[src/core/mpwm_pkg.sv]
// shared constants, register map and carrier types of the multichannel pwm timer
// assumes a 32-bit avalon-mm slave port with byte addressing
package mpwm_pkg;
  // ----------------------------------------------------------------
  // sizes
  // ----------------------------------------------------------------
  localparam int unsigned NCH   = 8;
  localparam int unsigned NPAIR = 4;
  localparam int unsigned CW    = 8;
  localparam int unsigned EW    = 16;
  localparam int unsigned AW    = 8;

  // ----------------------------------------------------------------
  // register map, byte addresses
  // ----------------------------------------------------------------
  localparam logic [7:0] OFS_CTRL   = 8'h00;
  localparam logic [7:0] OFS_POL    = 8'h04;
  localparam logic [7:0] OFS_ALIGN  = 8'h08;
  localparam logic [7:0] OFS_PCM    = 8'h0C;
  localparam logic [7:0] OFS_PER    = 8'h10;
  localparam logic [7:0] OFS_DUTY   = 8'h30;
  localparam logic [7:0] OFS_CNT    = 8'h50;
  localparam logic [7:0] BANK_SPAN  = 8'h20;

  // ctrl fields
  localparam int unsigned CTRL_EN_LSB    = 0;
  localparam int unsigned CTRL_CHAIN_LSB = 8;

  // ----------------------------------------------------------------
  // reset values
  // ----------------------------------------------------------------
  localparam logic [7:0] RST_EN    = 8'h00;
  localparam logic [3:0] RST_CHAIN = 4'h0;
  localparam logic [7:0] RST_POL   = 8'hFF;
  localparam logic [7:0] RST_ALIGN = 8'h00;
  localparam logic [7:0] RST_PCM   = 8'h00;
  localparam logic [7:0] RST_PER   = 8'hFF;
  localparam logic [7:0] RST_DUTY  = 8'h00;

  // ----------------------------------------------------------------
  // types
  // ----------------------------------------------------------------
  typedef enum logic [1:0] {
    MPWM_UP   = 2'b01,
    MPWM_DOWN = 2'b10
  } mpwm_dir_t;

  typedef struct packed {
    logic          en;
    logic          centre;
    logic          pol;
    logic          pcm;
    logic [EW-1:0] period;
    logic [EW-1:0] duty;
  } mpwm_cfg_t;
endpackage

[src/core/mpwm_engine.sv]
// one waveform engine: counter, edge/centre alignment, pulse-code mode, polarity
// assumes configuration is held stable by the register file between writes
module mpwm_engine
  import mpwm_pkg::*;
(
  input  wire logic          core_clk_i,
  input  wire logic          rst_i,
  input  wire mpwm_cfg_t     cfg_i,
  output logic               pin_o,
  output logic [EW-1:0]      cnt_o
);
  // ----------------------------------------------------------------
  // state
  // ----------------------------------------------------------------
  logic [EW-1:0] cnt_q, cnt_d;
  logic [EW-1:0] acc_q, acc_d;
  mpwm_dir_t     dir_q, dir_d;
  logic          act_q, act_d;
  logic          pin_q, pin_d;
  logic [EW:0]   sum;

  always_comb begin
    cnt_d = cnt_q;
    dir_d = dir_q;
    acc_d = acc_q;
    act_d = 1'b0;
    sum   = {1'b0, acc_q} + {1'b0, cfg_i.duty};
    if (!cfg_i.en || cfg_i.period == '0) begin
      cnt_d = '0;
      dir_d = MPWM_UP;
      acc_d = '0;
    end else if (cfg_i.pcm) begin
      // density output: carries spread evenly, less ripple than a single pulse
      if (sum >= {1'b0, cfg_i.period}) begin
        act_d = 1'b1;
        acc_d = EW'(sum - {1'b0, cfg_i.period});
      end else begin
        acc_d = sum[EW-1:0];
      end
    end else begin
      act_d = (cnt_q < cfg_i.duty);
      case (dir_q)
        MPWM_UP: begin
          if (!cfg_i.centre) begin
            cnt_d = (cnt_q >= EW'(cfg_i.period - 1'b1)) ? '0 : EW'(cnt_q + 1'b1);
          end else if (cnt_q >= cfg_i.period) begin
            dir_d = MPWM_DOWN;
            cnt_d = EW'(cnt_q - 1'b1);
          end else begin
            cnt_d = EW'(cnt_q + 1'b1);
          end
        end
        MPWM_DOWN: begin
          if (!cfg_i.centre || cnt_q == '0) begin
            dir_d = MPWM_UP;
            cnt_d = cfg_i.centre ? EW'(cnt_q + 1'b1) : '0;
          end else begin
            cnt_d = EW'(cnt_q - 1'b1);
          end
        end
        default: begin
          dir_d = MPWM_UP;
          cnt_d = '0;
        end
      endcase
    end
    pin_d = cfg_i.pol ? act_d : ~act_d;
  end

  always_ff @(posedge core_clk_i or posedge rst_i) begin
    if (rst_i) begin
      cnt_q <= '0;
      acc_q <= '0;
      dir_q <= MPWM_UP;
      act_q <= 1'b0;
      pin_q <= 1'b0;
    end else begin
      cnt_q <= cnt_d;
      acc_q <= acc_d;
      dir_q <= dir_d;
      act_q <= act_d;
      pin_q <= pin_d;
    end
  end

  assign pin_o = pin_q;
  assign cnt_o = cnt_q;
endmodule

[src/core/mpwm_top.sv]
// top of the multichannel pwm timer: avalon-mm register file, pair chaining, eight engines
// assumes the avalon master holds its request until waitrequest is sampled low
//
// Function
// - eight 8-bit channels, own counter, period, duty
// - independent continuous waveforms, duty zero to full, but centre aligned at the largest period stops one cycle short of full
// - pulse-code mode selectable per channel
// - per-channel programmable output active level
// - per-channel edge or centre alignment
// - adjacent pairs chain into 16-bit channels
// - any mix of narrow and chained channels
//
// The placing of the registers and the Avalon-MM interface to the registers were decided locally.
module mpwm_top
  import mpwm_pkg::*;
(
  input  wire logic           core_clk_i,
  input  wire logic           rst_i,
  input  wire logic [AW-1:0]  avs_address_i,
  input  wire logic           avs_read_i,
  input  wire logic           avs_write_i,
  input  wire logic [31:0]    avs_writedata_i,
  input  wire logic [3:0]     avs_byteenable_i,
  output logic [31:0]         avs_readdata_o,
  output logic                avs_waitrequest_o,
  output logic [NCH-1:0]      pwm_o
);
  // ----------------------------------------------------------------
  // decode
  // ----------------------------------------------------------------
  // returns {hit, index} for an eight-word bank starting at base
  function automatic logic [3:0] bank_sel(input logic [AW-1:0] addr, input logic [AW-1:0] base);
    logic [AW-1:0] rel;
    rel = AW'(addr - base);
    bank_sel = {(addr >= base) && (rel < BANK_SPAN) && (addr[1:0] == 2'b00), rel[4:2]};
  endfunction

  // ----------------------------------------------------------------
  // bus handshake
  // ----------------------------------------------------------------
  // one wait state: readdata is registered, so the answer comes on the second edge
  logic        req;
  logic        ack_q, ack_d;
  logic [31:0] rdata_q, rdata_d;

  assign req               = avs_read_i | avs_write_i;
  assign avs_waitrequest_o = req & ~ack_q;
  assign avs_readdata_o    = rdata_q;

  // ----------------------------------------------------------------
  // registers
  // ----------------------------------------------------------------
  logic [NCH-1:0]   en_q, en_d;
  logic [NPAIR-1:0] chain_q, chain_d;
  logic [NCH-1:0]   pol_q, pol_d;
  logic [NCH-1:0]   align_q, align_d;
  logic [NCH-1:0]   pcm_q, pcm_d;
  logic [CW-1:0]    per_q [NCH];
  logic [CW-1:0]    per_d [NCH];
  logic [CW-1:0]    duty_q [NCH];
  logic [CW-1:0]    duty_d [NCH];
  logic [EW-1:0]    cnt [NCH];
  mpwm_cfg_t        cfg [NCH];

  logic [3:0] sel_per, sel_duty, sel_cnt;
  logic       wr_go, lane0, lane1;

  assign sel_per  = bank_sel(avs_address_i, OFS_PER);
  assign sel_duty = bank_sel(avs_address_i, OFS_DUTY);
  assign sel_cnt  = bank_sel(avs_address_i, OFS_CNT);
  // writes land only at the edge where waitrequest is seen low
  assign wr_go    = avs_write_i & ack_q;
  assign lane0    = avs_byteenable_i[0];
  assign lane1    = avs_byteenable_i[1];

  always_comb begin
    ack_d   = req & ~ack_q;
    rdata_d = rdata_q;
    en_d    = en_q;
    chain_d = chain_q;
    pol_d   = pol_q;
    align_d = align_q;
    pcm_d   = pcm_q;
    per_d   = per_q;
    duty_d  = duty_q;
    if (avs_read_i && !ack_q) begin
      // unmapped addresses read as zero
      rdata_d = 32'h0000_0000;
      if (avs_address_i == OFS_CTRL) begin
        rdata_d = {20'h0_0000, chain_q, en_q};
      end else if (avs_address_i == OFS_POL) begin
        rdata_d = {24'h00_0000, pol_q};
      end else if (avs_address_i == OFS_ALIGN) begin
        rdata_d = {24'h00_0000, align_q};
      end else if (avs_address_i == OFS_PCM) begin
        rdata_d = {24'h00_0000, pcm_q};
      end else if (sel_per[3]) begin
        rdata_d = {24'h00_0000, per_q[sel_per[2:0]]};
      end else if (sel_duty[3]) begin
        rdata_d = {24'h00_0000, duty_q[sel_duty[2:0]]};
      end else if (sel_cnt[3]) begin
        rdata_d = {16'h0000, cnt[sel_cnt[2:0]]};
      end
    end
    if (wr_go) begin
      if (avs_address_i == OFS_CTRL) begin
        if (lane0) en_d = avs_writedata_i[CTRL_EN_LSB +: NCH];
        if (lane1) chain_d = avs_writedata_i[CTRL_CHAIN_LSB +: NPAIR];
      end else if (lane0) begin
        if (avs_address_i == OFS_POL) begin
          pol_d = avs_writedata_i[NCH-1:0];
        end else if (avs_address_i == OFS_ALIGN) begin
          align_d = avs_writedata_i[NCH-1:0];
        end else if (avs_address_i == OFS_PCM) begin
          pcm_d = avs_writedata_i[NCH-1:0];
        end else if (sel_per[3]) begin
          per_d[sel_per[2:0]] = avs_writedata_i[CW-1:0];
        end else if (sel_duty[3]) begin
          duty_d[sel_duty[2:0]] = avs_writedata_i[CW-1:0];
        end
      end
    end
  end

  always_ff @(posedge core_clk_i or posedge rst_i) begin
    if (rst_i) begin
      ack_q   <= 1'b0;
      rdata_q <= 32'h0000_0000;
      en_q    <= RST_EN;
      chain_q <= RST_CHAIN;
      pol_q   <= RST_POL;
      align_q <= RST_ALIGN;
      pcm_q   <= RST_PCM;
      for (int i = 0; i < NCH; i++) begin
        per_q[i]  <= RST_PER;
        duty_q[i] <= RST_DUTY;
      end
    end else begin
      ack_q   <= ack_d;
      rdata_q <= rdata_d;
      en_q    <= en_d;
      chain_q <= chain_d;
      pol_q   <= pol_d;
      align_q <= align_d;
      pcm_q   <= pcm_d;
      per_q   <= per_d;
      duty_q  <= duty_d;
    end
  end

  // ----------------------------------------------------------------
  // channels and chaining
  // ----------------------------------------------------------------
  // a chained pair runs on the odd engine; the even engine is parked at its inactive level
  for (genvar i = 0; i < NCH; i++) begin : g_ch
    localparam int unsigned PAIR = i / 2;
    localparam bit          ODD  = (i % 2) == 1;
    // low half of the pair, named outright so engine 0 never indexes below zero
    localparam int unsigned LO   = PAIR * 2;
    logic joined;
    assign joined = chain_q[PAIR];

    always_comb begin
      cfg[i].centre = align_q[i];
      cfg[i].pol    = pol_q[i];
      cfg[i].pcm    = pcm_q[i];
      if (ODD && joined) begin
        cfg[i].en     = en_q[i];
        cfg[i].period = {per_q[i], per_q[LO]};
        cfg[i].duty   = {duty_q[i], duty_q[LO]};
      end else begin
        cfg[i].en     = en_q[i] & ~(!ODD && joined);
        cfg[i].period = {8'h00, per_q[i]};
        cfg[i].duty   = {8'h00, duty_q[i]};
      end
    end

    mpwm_engine u_eng (
      .core_clk_i (core_clk_i),
      .rst_i      (rst_i),
      .cfg_i      (cfg[i]),
      .pin_o      (pwm_o[i]),
      .cnt_o      (cnt[i])
    );
  end
endmodule
[config.mk]
export PLATFORM = sky130hd
export DESIGN_NAME = mpwm_top
export DESIGN_NICKNAME = d
export VERILOG_FILES = /design/src/core/mpwm_pkg.sv /design/src/core/mpwm_engine.sv /design/src/core/mpwm_top.sv
export SDC_FILE = /design/constraint.sdc
export NUM_CORES = 2
export LEC_CHECK = 0
export BUFFER_PORTS_ARGS = -buffer_cell sky130_fd_sc_hd__buf_4
export CAP_MARGIN = 15
export CORE_MARGIN = 2
export CORE_UTILIZATION = 24
export DETAILED_ROUTE_END_ITERATION = 7
export HOLD_SLACK_MARGIN = 0.15
export SYNTH_ARGS = -nofsm -noshare
export SYNTH_HDL_FRONTEND = slang
export SYNTH_HIERARCHICAL = 1
export SYNTH_SLANG_ARGS = --single-unit
[constraint.sdc]
create_clock -name core_clk_i -period 8.2 [get_ports core_clk_i]
set_clock_uncertainty 0.05 [all_clocks]
set_input_delay 1.23 -clock core_clk_i [delete_from_list [all_inputs] [get_ports core_clk_i]]
set_output_delay 1.23 -clock core_clk_i [all_outputs]
set_load 0.01 [all_outputs]
---- Word-level counts from Yosys, hierarchy flattened ----
Cells that the tools add are included.
W data, S select, Z words.
word-level totals
  register bits ........................... 477
  bits of input ports ..................... 48
  logic and storage cells ................. 497
cells by class
  add/subtract/negate cells ............... 43
  order comparisons ....................... 43
  equal/unequal tests ..................... 51
  mux-type cells .......................... 194
  bitwise gates (word level) .............. 28
  reductions and logical operators ........ 83
operator list
  kind                     number
  $mux W16                 86
  $logic_not A16 Y1        16
  $pmux W16 S2             8
  $mux W32                 7
  $ge A16 B16 Y1           12
  $sub A16 B1 Y16 const B  12
  $add A16 B1 Y16 const B  8
  $bwmux W64               2
  $mux W2                  40
  $add A16 B16 Y17         4
  $add A16 B8 Y17          4
  $ge A17 B16 Y1           4
  $ge A17 B8 Y1            4
  $ge A16 B8 Y1            4
  $lt A16 B16 Y1           4
  $lt A16 B8 Y1            4
  $sub A16 B16 Y16         4
  $sub A16 B8 Y16          4
  $bmux W16 S3             1
  $bmux W8 S3              2
  $demux W8 S3             2
  $mux W8                  6
  $ne A3 B1 Y1 const B     16
  $reduce_and A4 Y1        9
  33 further kinds         179

---- Longest topological paths before layout ----
  word-level depth ........................ 12
  gate-level depth with buffers ........... 22
  gate-level depth less buffers ........... 19

---- By module ----
Netlist, hierarchy kept.
by module, submodules not included
  module                           instances  cells each  area an instance (sq um)  sequential area each (sq um)
  mpwm_engine (g_ch[1].u_eng ...)  5          638         5,123.7                   877.1
  mpwm_top                         1          904         11,063.1                  4,619.4
  mpwm_engine (g_ch[2].u_eng)      1          716         5,536.6                   877.1
  mpwm_engine (g_ch[7].u_eng)      1          666         5,260.0                   877.1
  mpwm_engine (g_ch[0].u_eng)      1          638         5,151.2                   877.1

---- Worst setup path after synthesis ----
Ideal clock, no wire load.
  kind .................................... register to register
  start ................................... register chain_q[3]
  end ..................................... register g_ch[7].u_eng.acc_q[1]
  setup time .............................. 0.095 ns
  arrival time ............................ 5.054 ns
  setup slack ............................. 3.000 ns
  stages on the path, launching flop included .. 21
  path buffers ............................ 3
  clock period less this slack ............ 5.200 ns
  path through ............................ dfrtp_1 > clkbuf_1 > buf_1 > mux2_2 > ha_1 > a211oi_1 > nand2b_1 > o221a_2 > a31o_2 > a21boi_0 > xnor2_1 > ha_1 > a21oi_1 > a21boi_0 > a2111oi_0 > o211ai_1 > a211oi_2 > buf_2 > mux2i_1 > nand2_1 > o31ai_1
RTL lines
  element                   line               source
  start: declaration        mpwm_top.sv:54     logic [NPAIR-1:0] chain_q, chain_d;
  start signal: assignment  mpwm_top.sv:142    chain_q <= chain_d;
  end signal: assignment    mpwm_engine.sv:73  acc_q <= '0;
  end signal: assignment    mpwm_engine.sv:79  acc_q <= acc_d;
  end: declaration          mpwm_engine.sv:16  logic [EW-1:0] acc_q, acc_d;

==> results.md <==
- Max_cap viols: 0
- Status: completed
- Post-synthesis register bit count: 461
- Total wire length: 185000 µm
- Post-route insts no fill: 9140
- Setup CP Type: register to register
- Placed insts: 9017
- CTS resizes: 0
- Slew Limit Headroom: 19.68%
- First DRT Iteration DRCs: 4300
- Crit path cell chain: mux2_2 -> ha_1 -> inv_1 -> fa_1 -> nor2b_1 -> o31ai_1 -> a21oi_1 -> o21a_1 -> nor2_1 -> xnor2_1 -> ha_1 -> a21oi_1 -> o21ai_0 -> or3_1 -> o211ai_1 -> nand4_2 -> nor4b_1 -> a211o_1
- Part of the Yosys area used for sequential elements: 22.11%
- Drc violations: 0
- Largest net degree at the start of global routing: 100
- Clk sinks: 461
- H-tree depth: 2
- Required @ worst endpoint: 8.73 ns
- Final nets: 6974
- Worst Tran Pin Value: 1.199 ns
- CP Max Fanout: 28
- Clock slew at the register clock pins of the worst setup and hold paths: 0.06 ns
- Fillers: 22993
- Drt pass-1 iters: 6
- Synth Instances: 6114
- Layout cells sized above 1: 12.49%
- Prevailing post-synth register cell: dfrtp_1
- Cts hold-fix bufs: 0
- FF-to-FF Start: chain_q[2]$_DFFE_PP0P_
- Maximum vdd drop: 0.1765 mV
- Final max-slew violation count: 0
- Synth Cell Area: 52630 µm²
- Ys Warns: 6
- Global-route wire length before repair: 280200 µm
- Via count: 48711
- PwrDens: 111.5 nW/µm²
- Io pins: 89
- Antenna Nets Post-Route: 0
- Gr ovfl total: 0
- CTS tree: done
- Num CTS Buffers: 60
- Worst min path class: register to register
- Worst Hold Launch: avs_readdata_o[15]$_DFFE_PP0P_
- Worst Path Buf+Inv: 1
- Post-route minimum period: 5.983 ns
- Core Area: 217600 µm²
- EDFF count, synth: 0
- Startpoint types: register
- Area growth, synth to finish: 11.44%
- Via density: 5.329
- FP Rows: 171
- Crit path DAT: 6.52 ns
- Fraction of registers with async set/reset: 100.0%
- Post-CTS Setup Repair Bufs: 0
- Achievable Freq: 167.1 MHz
- GRT Util Overall: 15.90%
- Full die area: 223000 µm²
- Total negative slack: 0 ns
- Lkg Pwr: 26.40 nW
- Crit-path leading delay family: compound AO/OA/AOI/OAI gates
- CP Launch Point: chain_q[2]$_DFFE_PP0P_
- CTS Root Buffer Type: clkbuf_16
- DPL Wire Length: 140600 µm
- Later-pin clock latency in the skew report: 0.73 ns
- Distinct cells, synth: 114
- WL per Instance: 20.24 µm
- Die Width: 472.3 µm
- Initial core utilization: 24.19%
- Final period util: 72.97%
- Port bufs: 50
- Worst path max stage delay: 0.74 ns
- Setup violators final: 0
- Endpoints failing hold: 0
- Initial antenna violation count: 17
- Die height: 472.3 µm
- Unrepaired setup endpoints after global routing: false
- Slowest stage cell, crit path: dfrtp_1
- Syn Area/Cell: 8.608 µm²
- Crit path capture type: register
- Vias in the first global route: 46684
- Gpl congestion: 0.9323
- Clock buffer depth: 3
[synth_stat cells, types with 120 or more instances]
cell type | count | share of area (%)
ha_1 | 683 | 16
a21oi_1 | 485 | 4.6
o21ai_0 | 413 | 3.9
inv_1 | 412 | 2.9
dfrtp_1 | 381 | 18
nor2_1 | 370 | 2.6
nand2_1 | 366 | 2.6
mux2_2 | 257 | 5.5
xnor2_1 | 256 | 4.3
mux2i_1 | 164 | 3.1
clkbuf_1 | 145 | 1.0
nand3_1 | 142 | 1.4
nor3_1 | 129 | 1.2
a21o_1 | 120 | 1.7
[logic make-up (layout without fill, tap and decap cells)]
| group | after synthesis | after routing | synth area share [%] |
|---|---|---|---|
| AND/OR/NAND/NOR | 1764 | 1764 | 17.86 |
| AO/OA/AOI/OAI | 1730 | 1730 | 21.51 |
| adder cells (fa/ha/maj) | 699 | 699 | 16.85 |
| buffers and inverters | 647 | 628 | 5.126 |
| multiplexers | 488 | 488 | 11.16 |
| flip-flops | 461 | 461 | 22.11 |
| XOR/XNOR | 324 | 324 | 5.392 |
| other | 1 | 192 | 0.007125 |
[routing by layer]
layer / GRT usage (%) / vias up / share of wire, %
met5: 0 / - / 0.0043
met4: 8.850 / 2 / 6.0
met3: 2.640 / 424 / 7.4
met2: 25.43 / 1836 / 45
met1: 20.27 / 23633 / 42
li1: - / 22816 / -
[power breakdown]
| group | leakage [nW] | switching (mW) | internal (mW) |
|---|---|---|---|
| combinational | 19.3 | 0.772 | 0.514 |
| clock | 1.00 | 1.24 | 1.64 |
| sequential | 6.10 | 0.0665 | 2.31 |
[worst register-to-register path: stages, from the launching register on]
cell and delay, ns:
dfrtp_1 0.74, mux2_2 0.44, ha_1 0.22, inv_1 0.07, fa_1 0.23, nor2b_1 0.08
o31ai_1 0.63, a21oi_1 0.21, o21a_1 0.23, nor2_1 0.12, xnor2_1 0.17, ha_1 0.32
a21oi_1 0.21, o21ai_0 0.16, or3_1 0.37, o211ai_1 0.28, nand4_2 0.67, nor4b_1 0.41
a211o_1 0.25
[cells in the final DEF (no fill, tap or decap), types with 81 or more instances in the layout]
cell	n
mux2i_1	164
a211oi_1	81
nand3_1	142
and2_1	92
ha_1	683
o21ai_0	413
nand2_1	366
nand2b_1	82
a21oi_1	485
and3_1	83
o21a_1	87
buf_4	101
inv_1	409
conb_1	185
nor3_1	128
dfrtp_1	381
nor2_1	370
mux2_2	257
xnor2_1	256
nand4_1	95
a21o_1	120
[path summary, 6_finish.rpt]
path | cells after the start | slack (ns) | to
worst max-delay path | 18 | 2.22 | g_ch[5].u_eng/acc_q[15]$_DFFE_PP0P_
worst min-delay path | 2 | 0.44 | avs_readdata_o[15]$_DFFE_PP0P_
worst max register to register | 18 | 2.22 | g_ch[5].u_eng/acc_q[15]$_DFFE_PP0P_
worst min register to register | 2 | 0.44 | avs_readdata_o[15]$_DFFE_PP0P_
max in group asynchronous | 3 | 5.78 | chain_q[0]$_DFFE_PP0P_
min in group asynchronous | 2 | 0.76 | chain_q[3]$_DFFE_PP0P_
[per-stage QoR]
step / power (mW) / cell area [µm²] / hold WS [ns] / util [%] / setup slack, ns
global route: 6.814 / 58650 / 0.4786 / 26.95 / 1.806
global placement: 3.641 / 56530 / 0.4190 / 25.98 / 2.355
detailed placement: 3.666 / 56530 / 0.4349 / 25.98 / 2.296
finish: 6.538 / 58650 / 0.4436 / 26.95 / 2.217
floorplan: 3.356 / 53320 / 0.4318 / - / 2.124
CTS: 6.562 / 58620 / 0.4476 / 26.94 / 2.314
[final cells by class]
cell class / instances / area, µm² / share of cell area, %
multi-input combinational: 5190 / 39020 / 66.52
sequential: 461 / 11640 / 19.84
tap: 2854 / 3571 / 6.088
clock buffer: 79 / 1673 / 2.852
inverter: 412 / 1554 / 2.650
timing repair buffer: 102 / 763.2 / 1.301
clock inverter: 35 / 420.4 / 0.7168
antenna: 7 / 17.52 / 0.02987
[registers in the layout, summed over array words and instances, names as in the netlist, 16 cells and up]
signal	count
g_ch.u_eng/acc_q	128
g_ch.u_eng/dir_q	16
cfg	64
g_ch.u_eng/cnt_o	128
avs_readdata_o	16
duty_q	32
per_q	32
No activity file was read; power rests on OpenSTA's default activity.
